File: src/rtl/cfg_loader_pkg.sv
package cfg_loader_pkg;

  // ------------------------------------------------------------
  // Memory stream offsets
  // ------------------------------------------------------------
  localparam logic [7:0] ROM_FIRST = 8'h4E;
  localparam logic [7:0] ROM_RSV_LAST = 8'h50;
  localparam logic [7:0] ROM_IND = 8'h51;
  localparam logic [7:0] ROM_CNT = 8'h52;
  localparam logic [7:0] ROM_CLASS0 = 8'h53;
  localparam logic [7:0] ROM_CLASS1 = 8'h54;
  localparam logic [7:0] ROM_CLASS2 = 8'h55;
  localparam logic [7:0] ROM_SVID0 = 8'h56;
  localparam logic [7:0] ROM_SVID1 = 8'h57;
  localparam logic [7:0] ROM_SSID0 = 8'h58;
  localparam logic [7:0] ROM_SSID1 = 8'h59;
  localparam logic [7:0] ROM_GCTL = 8'h5A;
  localparam logic [7:0] ROM_SC1B0 = 8'h5B;
  localparam logic [7:0] ROM_SC1B1 = 8'h5C;
  localparam logic [7:0] ROM_SC1B2 = 8'h5D;
  localparam logic [7:0] ROM_SC1B3 = 8'h5E;
  localparam logic [7:0] ROM_SC2B0 = 8'h5F;
  localparam logic [7:0] ROM_SC2B1 = 8'h60;
  localparam logic [7:0] ROM_END = 8'h61;

  // ------------------------------------------------------------
  // Record values and field masks
  // ------------------------------------------------------------
  localparam logic [7:0] FUNC_IND_VAL = 8'h04;
  localparam logic [7:0] REC_CNT_VAL = 8'h0E;
  localparam logic [7:0] END_MARK_VAL = 8'h80;
  localparam logic [7:0] GCTL_MASK = 8'hF0;
  localparam logic [7:0] SC1_LO_MASK = 8'h11;
  localparam logic [7:0] SC1_HI_MASK = 8'hF1;

  // ------------------------------------------------------------
  // APB map and reset values
  // ------------------------------------------------------------
  localparam logic [7:0] A_CTRL = 8'h00;
  localparam logic [7:0] A_STATUS = 8'h04;
  localparam logic [7:0] A_CLASS = 8'h08;
  localparam logic [7:0] A_SUBSYS = 8'h0C;
  localparam logic [7:0] A_GCTL = 8'h10;
  localparam logic [7:0] A_SC1 = 8'h14;
  localparam logic [7:0] A_SC2 = 8'h18;
  localparam int CTRL_EN_BIT = 0;
  localparam int CTRL_RESTART_BIT = 1;
  localparam logic [31:0] CFG_RST = 32'h0000_0000;

  typedef enum logic [7:0] {
    ST_IDLE = 8'h01,
    ST_SKIP = 8'h02,
    ST_IND = 8'h04,
    ST_CNT = 8'h08,
    ST_DATA = 8'h10,
    ST_END = 8'h20,
    ST_DONE = 8'h40,
    ST_FAIL = 8'h80
  } ld_state_type;

  typedef struct packed {
    logic [7:0] offset;
    logic [7:0] state;
    logic [12:0] pad;
    logic err_end;
    logic err_rec;
    logic done;
  } ld_stat_type;

endpackage : cfg_loader_pkg
File: src/rtl/cfg_loader.sv
// Chosen here: the APB slave port and the register offsets.
`timescale 1ns/100ps

// Function
// - bytes 4Eh..50h are reserved slot current, never loaded
// - byte 51h must hold 04h, the smart card function indicator
// - byte 52h holds record byte count, 0Eh for smart card
// - bytes 53h..55h go to class code bytes 09h..0Bh
// - bytes 56h,57h go to subsystem vendor ID, low byte first
// - bytes 58h,59h go to subsystem ID, low byte first
// - byte 5Ah updates only general control bits 7..4
// - bytes 5Bh..5Dh write only bits 4 and 0 of config 1 bytes 0..2
// - byte 5Eh writes only bits 7..4 and 0 of config 1 byte 3
// - bytes 5Fh,60h copied whole into config 2 bytes 0,1
module cfg_loader
  import cfg_loader_pkg::*;
(
  input wire logic CLK_I,
  input wire logic RST_I,
  input wire logic PSEL_I,
  input wire logic PENABLE_I,
  input wire logic PWRITE_I,
  input wire logic [7:0] PADDR_I,
  input wire logic [31:0] PWDATA_I,
  input wire logic [3:0] PSTRB_I,
  output logic [31:0] PRDATA_O,
  output logic PREADY_O,
  output logic PSLVERR_O,
  input wire logic ROM_VALID_I,
  input wire logic [7:0] ROM_DATA_I,
  output logic ROM_READY_O,
  output logic LOAD_DONE_O,
  output logic LOAD_ERR_O
);

  // ------------------------------------------------------------
  // Helpers
  // ------------------------------------------------------------
  function automatic logic [7:0] merge(input logic [7:0] old_v,
                                       input logic [7:0] new_v,
                                       input logic [7:0] mask);
    merge = (old_v & ~mask) | (new_v & mask);
  endfunction : merge

  function automatic logic [7:0] lane(input logic [7:0] old_v,
                                      input int idx);
    lane = PSTRB_I[idx] ? PWDATA_I[idx*8 +: 8] : old_v;
  endfunction : lane

  // ------------------------------------------------------------
  // State
  // ------------------------------------------------------------
  ld_state_type state_r;
  logic [7:0] offset_r;
  logic [7:0] remain_r;
  logic en_r;
  logic done_r;
  logic err_rec_r;
  logic err_end_r;
  logic [23:0] class_r;
  logic [31:0] subsys_r;
  logic [7:0] gctl_r;
  logic [31:0] sc1_r;
  logic [15:0] sc2_r;
  logic take;
  logic apb_wr;
  logic apb_rd;
  logic restart;
  logic hit;
  logic ld_wr;
  logic sw_wr;
  ld_stat_type stat;

  assign apb_wr = PSEL_I & PENABLE_I & PWRITE_I;
  // Read data latched in setup so it stands through the access phase
  assign apb_rd = PSEL_I & ~PENABLE_I & ~PWRITE_I;
  assign restart = apb_wr & (PADDR_I == A_CTRL) & PSTRB_I[0]
                   & PWDATA_I[CTRL_RESTART_BIT];
  // Loader only draws bytes while enabled and in the skip, indicator, count, data or end state
  assign ROM_READY_O = en_r & (state_r inside {ST_SKIP, ST_IND, ST_CNT,
                                               ST_DATA, ST_END});
  assign take = ROM_READY_O & ROM_VALID_I;
  assign LOAD_DONE_O = done_r;
  assign LOAD_ERR_O = err_rec_r | err_end_r;

  // ------------------------------------------------------------
  // Control register
  // ------------------------------------------------------------
  always_ff @(posedge CLK_I or posedge RST_I) begin
    if (RST_I) begin
      en_r <= 1'b0;
    end else if (apb_wr && PADDR_I == A_CTRL && PSTRB_I[0]) begin
      en_r <= PWDATA_I[CTRL_EN_BIT];
    end
  end

  // ------------------------------------------------------------
  // Sequencer
  // ------------------------------------------------------------
  always_ff @(posedge CLK_I or posedge RST_I) begin
    if (RST_I) begin
      state_r <= ST_IDLE;
      offset_r <= ROM_FIRST;
      remain_r <= 8'h00;
      done_r <= 1'b0;
      err_rec_r <= 1'b0;
      err_end_r <= 1'b0;
    end else if (restart) begin
      state_r <= ST_IDLE;
      offset_r <= ROM_FIRST;
      remain_r <= 8'h00;
      done_r <= 1'b0;
      err_rec_r <= 1'b0;
      err_end_r <= 1'b0;
    end else begin
      if (take) begin
        offset_r <= offset_r + 8'h01;
      end
      unique case (state_r)
        ST_IDLE: begin
          if (en_r) begin
            state_r <= ST_SKIP;
          end
        end
        ST_SKIP: begin
          // Slot current bytes pass without any load
          if (take && offset_r == ROM_RSV_LAST) begin
            state_r <= ST_IND;
          end
        end
        ST_IND: begin
          if (take) begin
            // Wrong indicator: nothing of this record is trusted
            if (ROM_DATA_I == FUNC_IND_VAL) begin
              state_r <= ST_CNT;
            end else begin
              state_r <= ST_FAIL;
              err_rec_r <= 1'b1;
            end
          end
        end
        ST_CNT: begin
          if (take) begin
            if (ROM_DATA_I == REC_CNT_VAL) begin
              remain_r <= REC_CNT_VAL;
              state_r <= ST_DATA;
            end else begin
              state_r <= ST_FAIL;
              err_rec_r <= 1'b1;
            end
          end
        end
        ST_DATA: begin
          if (take) begin
            remain_r <= remain_r - 8'h01;
            if (remain_r == 8'h01) begin
              state_r <= ST_END;
            end
          end
        end
        ST_END: begin
          if (take) begin
            if (ROM_DATA_I == END_MARK_VAL) begin
              state_r <= ST_DONE;
              done_r <= 1'b1;
            end else begin
              state_r <= ST_FAIL;
              err_end_r <= 1'b1;
            end
          end
        end
        ST_DONE: begin
          state_r <= ST_DONE;
        end
        ST_FAIL: begin
          state_r <= ST_FAIL;
        end
        default: begin
          state_r <= ST_FAIL;
        end
      endcase
    end
  end

  // ------------------------------------------------------------
  // Configuration registers
  // ------------------------------------------------------------
  // Loader write wins over a software write in the same cycle
  assign ld_wr = take & (state_r == ST_DATA);
  assign sw_wr = apb_wr & ~ld_wr;

  always_ff @(posedge CLK_I or posedge RST_I) begin
    if (RST_I) begin
      class_r <= CFG_RST[23:0];
    end else if (ld_wr) begin
      unique case (offset_r)
        ROM_CLASS0: class_r[7:0] <= ROM_DATA_I;
        ROM_CLASS1: class_r[15:8] <= ROM_DATA_I;
        ROM_CLASS2: class_r[23:16] <= ROM_DATA_I;
        default: class_r <= class_r;
      endcase
    end else if (sw_wr && PADDR_I == A_CLASS) begin
      class_r <= {lane(class_r[23:16], 2), lane(class_r[15:8], 1),
                  lane(class_r[7:0], 0)};
    end
  end

  always_ff @(posedge CLK_I or posedge RST_I) begin
    if (RST_I) begin
      subsys_r <= CFG_RST;
    end else if (ld_wr) begin
      unique case (offset_r)
        ROM_SVID0: subsys_r[7:0] <= ROM_DATA_I;
        ROM_SVID1: subsys_r[15:8] <= ROM_DATA_I;
        ROM_SSID0: subsys_r[23:16] <= ROM_DATA_I;
        ROM_SSID1: subsys_r[31:24] <= ROM_DATA_I;
        default: subsys_r <= subsys_r;
      endcase
    end else if (sw_wr && PADDR_I == A_SUBSYS) begin
      subsys_r <= {lane(subsys_r[31:24], 3), lane(subsys_r[23:16], 2),
                   lane(subsys_r[15:8], 1), lane(subsys_r[7:0], 0)};
    end
  end

  // Lower nibble stays software owned across a load
  always_ff @(posedge CLK_I or posedge RST_I) begin
    if (RST_I) begin
      gctl_r <= CFG_RST[7:0];
    end else if (ld_wr && offset_r == ROM_GCTL) begin
      gctl_r <= merge(gctl_r, ROM_DATA_I, GCTL_MASK);
    end else if (sw_wr && PADDR_I == A_GCTL) begin
      gctl_r <= lane(gctl_r, 0);
    end
  end

  always_ff @(posedge CLK_I or posedge RST_I) begin
    if (RST_I) begin
      sc1_r <= CFG_RST;
    end else if (ld_wr) begin
      unique case (offset_r)
        ROM_SC1B0: begin
          sc1_r[7:0] <= merge(sc1_r[7:0], ROM_DATA_I, SC1_LO_MASK);
        end
        ROM_SC1B1: begin
          sc1_r[15:8] <= merge(sc1_r[15:8], ROM_DATA_I,
                               SC1_LO_MASK);
        end
        ROM_SC1B2: begin
          sc1_r[23:16] <= merge(sc1_r[23:16], ROM_DATA_I,
                                SC1_LO_MASK);
        end
        ROM_SC1B3: begin
          sc1_r[31:24] <= merge(sc1_r[31:24], ROM_DATA_I,
                                SC1_HI_MASK);
        end
        default: sc1_r <= sc1_r;
      endcase
    end else if (sw_wr && PADDR_I == A_SC1) begin
      sc1_r <= {lane(sc1_r[31:24], 3), lane(sc1_r[23:16], 2),
                lane(sc1_r[15:8], 1), lane(sc1_r[7:0], 0)};
    end
  end

  always_ff @(posedge CLK_I or posedge RST_I) begin
    if (RST_I) begin
      sc2_r <= CFG_RST[15:0];
    end else if (ld_wr) begin
      unique case (offset_r)
        ROM_SC2B0: sc2_r[7:0] <= ROM_DATA_I;
        ROM_SC2B1: sc2_r[15:8] <= ROM_DATA_I;
        default: sc2_r <= sc2_r;
      endcase
    end else if (sw_wr && PADDR_I == A_SC2) begin
      sc2_r <= {lane(sc2_r[15:8], 1), lane(sc2_r[7:0], 0)};
    end
  end

  // ------------------------------------------------------------
  // APB read side
  // ------------------------------------------------------------
  always_comb begin
    stat = '0;
    stat.offset = offset_r;
    stat.state = state_r;
    stat.err_end = err_end_r;
    stat.err_rec = err_rec_r;
    stat.done = done_r;
  end

  assign hit = (PADDR_I inside {A_CTRL, A_STATUS, A_CLASS, A_SUBSYS,
                                A_GCTL, A_SC1, A_SC2});
  // Zero wait states; unmapped words answer with an error
  assign PREADY_O = 1'b1;
  assign PSLVERR_O = PSEL_I & PENABLE_I & ~hit;

  always_ff @(posedge CLK_I or posedge RST_I) begin
    if (RST_I) begin
      PRDATA_O <= 32'h0000_0000;
    end else if (apb_rd) begin
      unique case (PADDR_I)
        A_CTRL: PRDATA_O <= {31'h0000_0000, en_r};
        A_STATUS: PRDATA_O <= stat;
        A_CLASS: PRDATA_O <= {8'h00, class_r};
        A_SUBSYS: PRDATA_O <= subsys_r;
        A_GCTL: PRDATA_O <= {24'h00_0000, gctl_r};
        A_SC1: PRDATA_O <= sc1_r;
        A_SC2: PRDATA_O <= {16'h0000, sc2_r};
        default: PRDATA_O <= 32'h0000_0000;
      endcase
    end
  end

endmodule : cfg_loader

File: config.mk
export PLATFORM = sky130hd
export DESIGN_NAME = cfg_loader
export DESIGN_NICKNAME = d
export VERILOG_FILES = /design/src/rtl/cfg_loader_pkg.sv /design/src/rtl/cfg_loader.sv
export SDC_FILE = /design/constraint.sdc
export NUM_CORES = 1
export LEC_CHECK = 0
export ABC_AREA = 0
export ABC_CLOCK_PERIOD_IN_PS = 6150
export BUFFER_PORTS_ARGS = -buffer_cell sky130_fd_sc_hd__buf_2
export CAP_MARGIN = 5
export CORE_AREA = 2 2 132 147
export DETAILED_ROUTE_END_ITERATION = 16
export DIE_AREA = 0 0 134 149
export PLACE_DENSITY = 0.74
export SKIP_CTS_REPAIR_TIMING = 1
export SLEW_MARGIN = 25
export SYNTH_ARGS = -nofsm -noshare
export SYNTH_HDL_FRONTEND = slang
export SYNTH_SLANG_ARGS = --single-unit
File: constraint.sdc
create_clock -name CLK_I -period 6.15 [get_ports CLK_I]
set_clock_uncertainty 0.1 [all_clocks]
set_input_delay 0.9225 -clock CLK_I [delete_from_list [all_inputs] [get_ports CLK_I]]
set_output_delay 0.9225 -clock CLK_I [all_outputs]
set_load 0.01 [all_outputs]
## After elaboration in Yosys (flattened, before gate mapping)

Cells that the tools add are included.
Widths: inputs -> output; s select.

| storage, ports and cells | value |
|---|---|
| register bits after elaboration | 172 |
| input port bits | 58 |
| output and inout port bits | 37 |
| word-level logic and storage cells | 209 |

| cells by class | value |
|---|---|
| add/sub/neg operators | 2 |
| equality and inequality tests | 56 |
| mux-type cells | 61 |
| bitwise gates (word level) | 22 |
| reduce and logical (&&, ||, !) cells | 46 |

Operators with widths:

| kind | number |
|---|---|
| $mux 8 | 36 |
| $pmux 32 s7 | 1 |
| $eq 8x7->1 const B | 16 |
| $mux 32 | 4 |
| $pmux 8 s7 | 1 |
| $mux 24 | 2 |
| $reduce_and 3->1 | 15 |
| $eq 8x4->1 const B | 4 |
| $eq 8x5->1 const B | 4 |
| $mux 16 | 2 |
| $ne 2x1->1 const B | 13 |
| $reduce_bool 2->1 | 13 |
| $eq 8x3->1 const B | 3 |
| $or 8x5->8 | 3 |
| $ne 3x3->1 const B | 7 |
| $eq 8x1->1 const B | 2 |
| $or 4x8->8 | 2 |
| $pmux 8 s2 | 1 |
| $mux 1 | 13 |
| $and 1x1->1 | 12 |
| $logic_and 1x1->1 | 9 |
| $ne 3x2->1 const B | 3 |
| $add 8x1->8 const B | 1 |
| $eq 8x2->1 const B | 1 |
| other kinds (15) | 19 |

## Depth between registers and ports, before layout

Gate-level depths: netlist (run 1).

| logic depth | value |
|---|---|
| depth in word-level cells | 10 |
| mapped depth | 9 |
| mapped depth without buffers | 7 |

## Worst setup path before layout (run 1)

Ideal clock, no wire load.

| path | value |
|---|---|
| path type | input to register |
| start point | input PADDR_I[1] |
| end point | register gctl_r[0] |
| setup time | 0.125 ns |
| arrival time | 2.747 ns |
| data required time | 5.925 ns |
| slack | 3.178 ns |
| stages on the path | 5 |
| path buffers | 1 |
| cell sequence | or4_4 or4_1 buf_2 nor4_4 mux2_4 |

| between the ends | value |
|---|---|
| word-level cells in the longest chain between the ends | 4 |

Ends and longest elaborated chain:

| item | line | RTL |
|---|---|---|
| start, declared | cfg_loader.sv:23 | `input wire logic [7:0] PADDR_I,` |
| $eq 8x5->1 | cfg_loader.sv:231 | `end else if (sw_wr && PADDR_I == A_GCTL) begin` |
| $logic_and 1x1->1 | cfg_loader.sv:231 |  |
| $reduce_bool 2->1 (no source line) | -- |  |
| $reduce_and 2->1 (no source line) | -- |  |
| end signal, assigned | cfg_loader.sv:228 | `gctl_r <= CFG_RST[7:0];` |
| end signal, assigned | cfg_loader.sv:230 | `gctl_r <= merge(gctl_r, ROM_DATA_I, GCTL_MASK);` |
| end signal, assigned | cfg_loader.sv:232 | `gctl_r <= lane(gctl_r, 0);` |
| end, declared | cfg_loader.sv:62 | `logic [7:0] gctl_r;` |

No other way between the ends.
A chain may end at the register's enable or synchronous reset.

## Final worst setup path (run 1)

| path | value |
|---|---|
| start point | register state_r[2] |
| end point | register class_r[16] |

| between the ends | value |
|---|---|
| word-level cells in the longest chain between the ends | 10 |
| elaborated cells between the ends (all ways) | 17 |
| classes of those cells | eq/ne: 6; mux: 1; bitwise: 5; reduce/logical: 5 |

Ends and longest elaborated chain:

| item | line | RTL |
|---|---|---|
| start, declared | cfg_loader.sv:53 | `ld_state_type state_r;` |
| start signal, assigned | cfg_loader.sv:102 | `state_r <= ST_IDLE;` |
| start signal, assigned | cfg_loader.sv:109 | `state_r <= ST_IDLE;` |
| start signal, assigned | cfg_loader.sv:122 | `state_r <= ST_SKIP;` |
| $eq 8x2->1, or another cell as far along | cfg_loader.sv:80 | `assign ROM_READY_O = en_r & (state_r inside {ST_SKIP, ST_IND, ST_CNT,` |
| $reduce_bool 5->1 | cfg_loader.sv:80 |  |
| $and 1x1->1 | cfg_loader.sv:80 |  |
| $and 1x1->1 | cfg_loader.sv:82 | `assign take = ROM_READY_O & ROM_VALID_I;` |
| $and 1x1->1 (*) | cfg_loader.sv:189 | `assign ld_wr = take & (state_r == ST_DATA);` |
| $not 1->1 | cfg_loader.sv:190 | `assign sw_wr = apb_wr & ~ld_wr;` |
| $and 1x1->1 | cfg_loader.sv:190 |  |
| $logic_and 1x1->1 | cfg_loader.sv:202 | `end else if (sw_wr && PADDR_I == A_CLASS) begin` |
| $reduce_bool 2->1 (no source line) | -- |  |
| $reduce_and 3->1 (no source line) | -- |  |
| end signal, assigned | cfg_loader.sv:194 | `class_r <= CFG_RST[23:0];` |
| end signal, assigned | cfg_loader.sv:200 | `default: class_r <= class_r;` |
| end signal, assigned | cfg_loader.sv:203 | `class_r <= {lane(class_r[23:16], 2), lane(class_r[15:8], 1),` |
| end, declared | cfg_loader.sv:60 | `logic [23:0] class_r;` |

Every way passes the cells marked *; elsewhere a longest branch is shown, timed or not.

==> reports/results.tsv, run 1 <==
stage	metric	value	unit
outcome	status	finished clean	
global_routing	antenna_found_initial	1	
cells_and_area	mostFrequentLayoutCells	dfrtp_1 (167), nand2_1 (128), buf_2 (93)	
worst_setup_path	crit_chain	nor3_2 -> nand4_1 -> nor4b_4 -> a32o_1 -> nor2_1 -> a31oi_1	
placed_design	port-buffer-count	93	
route	wl_per_cell	19.9	µm
cells_and_area	layout.nets	962	
sta	max_slew_margin	0.328	
worst_setup_path	cp-startpoint	state_r[2]$_DFFE_PP0P_	
sta	worst_pin_slew	1.00	ns
sta	holdWs	0.361	ns
worst_setup_path	r2r_start	state_r[2]$_DFFE_PP0P_	
sta	max_freq	0.271	GHz
sta	hold_viol	0	
worst_setup_path	endpoint_kind	register	
power	ir_worst_vdd	207	µV
yosys	synth_area	8380	µm²
yosys	syn_inst	822	
yosys	ys_async_sr_fraction	1.00	
min_path	worstHoldPathType	input port to asynchronous set/reset pin	
worst_setup_path	cpPeakStageDelay	0.87	ns
clock_tree	cts_buffers	17	
global_routing	gr-usage-all-layers	0.237	
global_routing	grt.overflow.total	0	
cells_and_area	syn_to_final_growth	15.3	%
yosys	yosys_most_used_dff	dfrtp_1	
clock_tree	cts.sinks	172	
global_routing	grt_pass1_wl	36600	µm
route	wl	23000	µm
placed_design	postPlaceCellArea	9060	µm²
power	power_leakage	4.72	nW
floorplan	io-pin-count	95	
sta	rsz0062_at_grt	no	
floorplan	initial_core_util	0.450	
yosys	synthDominantCellAreaShare	0.499	
worst_setup_path	critical-path-top-delay-family	simple AND/OR/NAND/NOR gates	
clock_tree	clk_pin_slew	0.07	ns
route	drt_iter0_drc	811	
worst_setup_path	path_buf_inv	0	
clock_tree	root_buffer	clkbuf_16	
worst_setup_path	rr_worst_depth	6	
clock_tree	htreeDepth	4	
floorplan	core-area	18600	µm²
route	antenna_left	0	
sta	slew_violations	0	
floorplan	placementRows	53	
route	firstDrtPassIters	5	
yosys	syn_area_per_cell	10.2	µm²
worst_setup_path	criticalPathCategory	register to register	
sta	post-route-period-util	0.600	
worst_setup_path	cp-start-kind	register	
yosys	yosys.area.top_type	dfrtp_1	
job	drv_cap	0	
worst_setup_path	ff2ff_setup_slack	2.46	ns
clock_tree	clk_latency	0.44	ns
sta	setup_violations	0	
yosys	synth-edff-count	0	
route	vias	6944	
floorplan	die_width	134	µm
clock_tree	cts_tree	yes	
sta	post-route-min-period	3.69	ns
yosys	syn-num-nets	886	
cells_and_area	diodes	0	
floorplan	die_area	20000	µm²
placed_design	gp_congestion	0.953	
global_routing	grt_pass1_vias	6757	
cells_and_area	final_common_cell	dfrtp_1	
floorplan	die_y	149	µm
placed_design	hpwl	15800	µm
worst_setup_path	cp_max_fo	19	
cells_and_area	drive_above_1_share	0.255	
worst_setup_path	crit_path_top_delay_cell	nand4_1	
worst_setup_path	crit_required	6.39	ns
worst_setup_path	cp.depth	6	
worst_setup_path	r2r-end	class_r[16]$_DFFE_PP0P_	
yosys	ys_seq_elements	172	
yosys	ys_types	68	
yosys	yosysSeqAreaShare	0.514	
worst_setup_path	worstPathArrival	3.93	ns
yosys	synth_area_leaders	dfrtp_1 (50%), mux2_2 (8.6%), nand2_1 (5.8%), nor2_1 (3.4%), a21oi_1 (2.7%)	
clock_tree	cts_buffer_depth	2	
route	viasPerCell	6.00	
cells_and_area	fin_area	9660	µm²
power	power_density	245	nW/µm²
yosys	synth_warnings	0	
route	drc	0	
global_routing	grt_max_degree	73	
sta	setup_tns	0	ns
-- registers in the layout (all words and copies together) (netlist names) --
name,count
err_rec_r,1
err_end_r,1
subsys_r,32
PRDATA_O,32
offset_r,8
remain_r,8
gctl_r,8
state_r,8
LOAD_DONE_O,1
class_r,24
en_r,1
sc1_r,32
sc2_r,16
-- cell usage after synthesis (10+ instances only) --
cell / number
nor2b_1: 10
a31oi_1: 32
a221oi_1: 14
nand2_1: 129
o21ai_0: 39
a222oi_1: 10
nand4_1: 14
a21oi_1: 46
buf_2: 14
a22o_1: 16
nor2_1: 75
mux2_2: 64
dfrtp_1: 167
inv_1: 14
clkbuf_1: 29
-- stage by stage --
stage	power, mW	setup WS (ns)	utilization	std cells
4_1_cts	2.37	2.58	0.518	1157
3_3_place_gp	1.28	2.49	0.486	1126
5_1_grt	2.44	2.30	0.518	1157
3_5_place_dp	1.28	2.40	0.486	1126
2_1_floorplan	1.23	0.476	-	822
6_report	2.37	2.46	0.518	1157
-- layer usage --
metal	vias to the layer above	global-route usage	share of wire
met5	-	0	0.00048
met4	2	0.101	0.036
met3	61	0.0459	0.075
met2	308	0.372	0.46
met1	3422	0.321	0.43
li1	3151	-	-
-- worst max path at each step --
stage / to
2_1_floorplan: LOAD_DONE_O$_DFFE_PP0P_
3_3_place_gp: subsys_r[11]$_DFFE_PP0P_
3_5_place_dp: sc2_r[14]$_DFFE_PP0P_
4_1_cts: class_r[16]$_DFFE_PP0P_
5_1_grt: class_r[16]$_DFFE_PP0P_
6_report: class_r[16]$_DFFE_PP0P_
-- area by class of cell --
class	instances	area [µm²]
multi-input cells	588	3830
inverters	14	57.6
clock inverters	13	165
clock buffers	18	429
repair buffers	105	556
fillers	1688	8970
flip-flops and latches	172	4310
well taps	247	309
-- power by group --
part           internal [mW]  switching (mW)  leakage [nW]
logic                 0.0342          0.0762          2.07
registers               1.14         0.00918          2.36
clock network          0.640           0.464         0.291
total                   1.82           0.549          4.72
-- logic make-up after synthesis --
logic type                 synth area share
buffers and inverters                0.0303
AOI/OAI and AO/OA                     0.169
and+or+nand+nor                       0.163
adders and majority gates           0.00896
DFF                                   0.514
xor gates and xnor gates            0.00836
muxes                                 0.105
other                              0.000448
Power figures use the tool's default switching activity.
==> run 2: changes to the inputs <==
- ABC_CLOCK_PERIOD_IN_PS: 6150 -> 3200
- PLACE_DENSITY: 0.74 -> 0.77
- clock period: 6.15 -> 3.2 ns (I/O delays scaled with it)
==> reports/results.tsv, run 2 (synthesis gave the netlist of run 1 again) <==
stage	metric	value	unit	change
global_routing	antenna_found_initial	0		-1
worst_setup_path	cp-start-kind	register		
route	wl_per_cell	19.8	µm	-0.39%
route	firstDrtPassIters	7		+2
route	viasPerCell	5.98		-0.37%
sta	post-route-min-period	2.91	ns	-0.784 ns
floorplan	initial_core_util	0.450		unchanged
floorplan	die_width	134	µm	unchanged
power	sequentialPowerShare	0.485		-0.002
route	antenna_left	0		unchanged
power	switching_share	0.224		-0.00823
global_routing	grt.overflow.total	0		unchanged
cells_and_area	final_common_cell	dfrtp_1		
sta	worst_pin_slew	0.839	ns	-0.166 ns
worst_setup_path	r2r_start	state_r[1]$_DFFE_PP0P_		
sta	post-route-period-util	0.909		+0.308
worst_setup_path	cp_max_fo	9		-10
floorplan	core-area	18600	µm²	unchanged
cells_and_area	diodes	0		unchanged
cells_and_area	nFillCells	1601		-5.2%
power	clkPwrFrac	0.465		-0.002
worst_setup_path	crit_required	3.42	ns	-2.97 ns
cells_and_area	mostFrequentLayoutCells	dfrtp_1 (167), nand2_1 (129), buf_2 (93)		
placed_design	gp_congestion	0.913		-4.2%
power	p_int	3.54	mW	+95%
placed_design	postPlaceCellArea	9300	µm²	+2.6%
placed_design	port-buffer-count	93		unchanged
power	ir_worst_vdd	390	µV	+89%
cells_and_area	largestRegisters	PRDATA_O x32, sc1_r x32, subsys_r x32		
outcome	status	finished clean		
worst_setup_path	criticalPathCategory	register to register		
global_routing	gr-usage-all-layers	0.245		+0.00839
sta	setup_tns	0	ns	unchanged
clock_tree	root_buffer	clkbuf_16		
worst_setup_path	endpoint_kind	register		
cells_and_area	syn_to_final_growth	18.2	%	
min_path	worstHoldPathType	input port to register		
clock_tree	cts_buffer_depth	2		unchanged
sta	setup_violations	0		unchanged
floorplan	placementRows	53		unchanged
job	drv_cap	0		unchanged
route	drt_iter0_drc	810		-0.12%
min_path	hp-start	PWDATA_I[10]		
sta	slew_violations	0		unchanged
floorplan	io-pin-count	95		unchanged
route	vias	7086		+2.0%
clock_tree	cts_tree	yes		
sta	hold_viol	0		unchanged
clock_tree	cts.sinks	172		unchanged
route	drc	0		unchanged
floorplan	die_y	149	µm	unchanged
clock_tree	clk_pin_slew	0.06	ns	about the same
cells_and_area	fin_area	9910	µm²	+2.6%
floorplan	die_area	20000	µm²	unchanged
sta	rsz0062_at_grt	no		
power	power_leakage	4.86	nW	+3.0%
clock_tree	htreeDepth	4		unchanged
worst_setup_path	worstPathArrival	3.13	ns	-0.80 ns
cells_and_area	drive_above_1_share	0.272		+0.0169
clock_tree	clk_latency	0.44	ns	about the same
sta	max_slew_margin	0.437		+0.109
power	p_sw	1.02	mW	+86%
global_routing	grt_pass1_wl	37600	µm	+2.9%
power	p_comb_frac	0.049		+0.002
placed_design	hpwl	16900	µm	+6.4%
sta	max_freq	0.344	GHz	+27%
clock_tree	cts_buffers	17		unchanged
worst_setup_path	cp-startpoint	state_r[1]$_DFFE_PP0P_		
route	wl	23500	µm	+2.0%
power	power_density	460	nW/µm²	+88%
worst_setup_path	ff2ff_setup_slack	0.29	ns	-2.17 ns
cells_and_area	layout.nets	990		+2.9%
global_routing	grt_pass1_vias	6804		+0.70%
global_routing	grt_max_degree	60		-18%
## run 2: cell types whose count changed in the layout (fill, tap and decap cells not counted), sizes merged
cell | before | now
inv | 18 | 14
clkinvlp | 1 | 3
clkinv | 5 | 3
buf | 105 | 132
clkbuf | 18 | 22
dlygate4sd3 | 0 | 1
## run 2: routing by layer
layer	vias to the layer above	wire (µm)	track usage
met4	0	811	0.0968
met5	-	0	0
met3	64	1880	0.0615
met1	3451	9560	0.325
met2	363	11200	0.387
li1	3208	-	-
## run 2: through the flow
stage	setup WS [ns]	hold WS (ns)	utilization	power (mW)	instances
finish	0.292	0.191	0.532	4.56	1185
global route	0.136	0.181	0.532	4.71	1185
CTS	0.321	-0.0626	0.531	4.59	1184
detailed placement	0.314	0.360	0.499	2.47	1153
global placement	0.450	0.356	0.499	2.47	1153
floorplan	0.427	0.344	-	2.36	822
## run 2: power by group through the flow
stage | Sequential, mW | Clock (mW) | Combinational, mW
after detailed placement | 2.25 | 0 | 0.222
after global routing | 2.21 | 2.25 | 0.247
after CTS | 2.21 | 2.15 | 0.224
final | 2.21 | 2.12 | 0.224
after global placement | 2.25 | 0 | 0.219
after floorplan | 2.25 | 0 | 0.116
## run 2: critical path, stage by stage (launching register included)
cell,delay (ns)
dfrtp_1,0.47
nor3_2,0.38
nand4_1,0.50
and3_1,0.45
a22oi_2,0.35
buf_4,0.21
mux2_2,0.34
## run 2: worst paths after layout
kind	to	depth (start not counted)
worst max-delay path	subsys_r[11]$_DFFE_PP0P_	6
worst min-delay path	sc1_r[10]$_DFFE_PP0P_	2
worst max register to register	subsys_r[11]$_DFFE_PP0P_	6
worst min register to register	PRDATA_O[23]$_DFFE_PP0P_	1
max in group asynchronous	subsys_r[25]$_DFFE_PP0P_	4
min in group asynchronous	sc1_r[13]$_DFFE_PP0P_	3
## run 2: layout make-up
type,count,area (µm²),area share
clock buffer,22,464,0.0469
clock inverter,9,136,0.0138
inverter,14,56.3,0.00568
multi-input combinational,588,3820,0.386
sequential,172,4310,0.435
tap,247,309,0.0312
timing repair buffer,133,806,0.0813
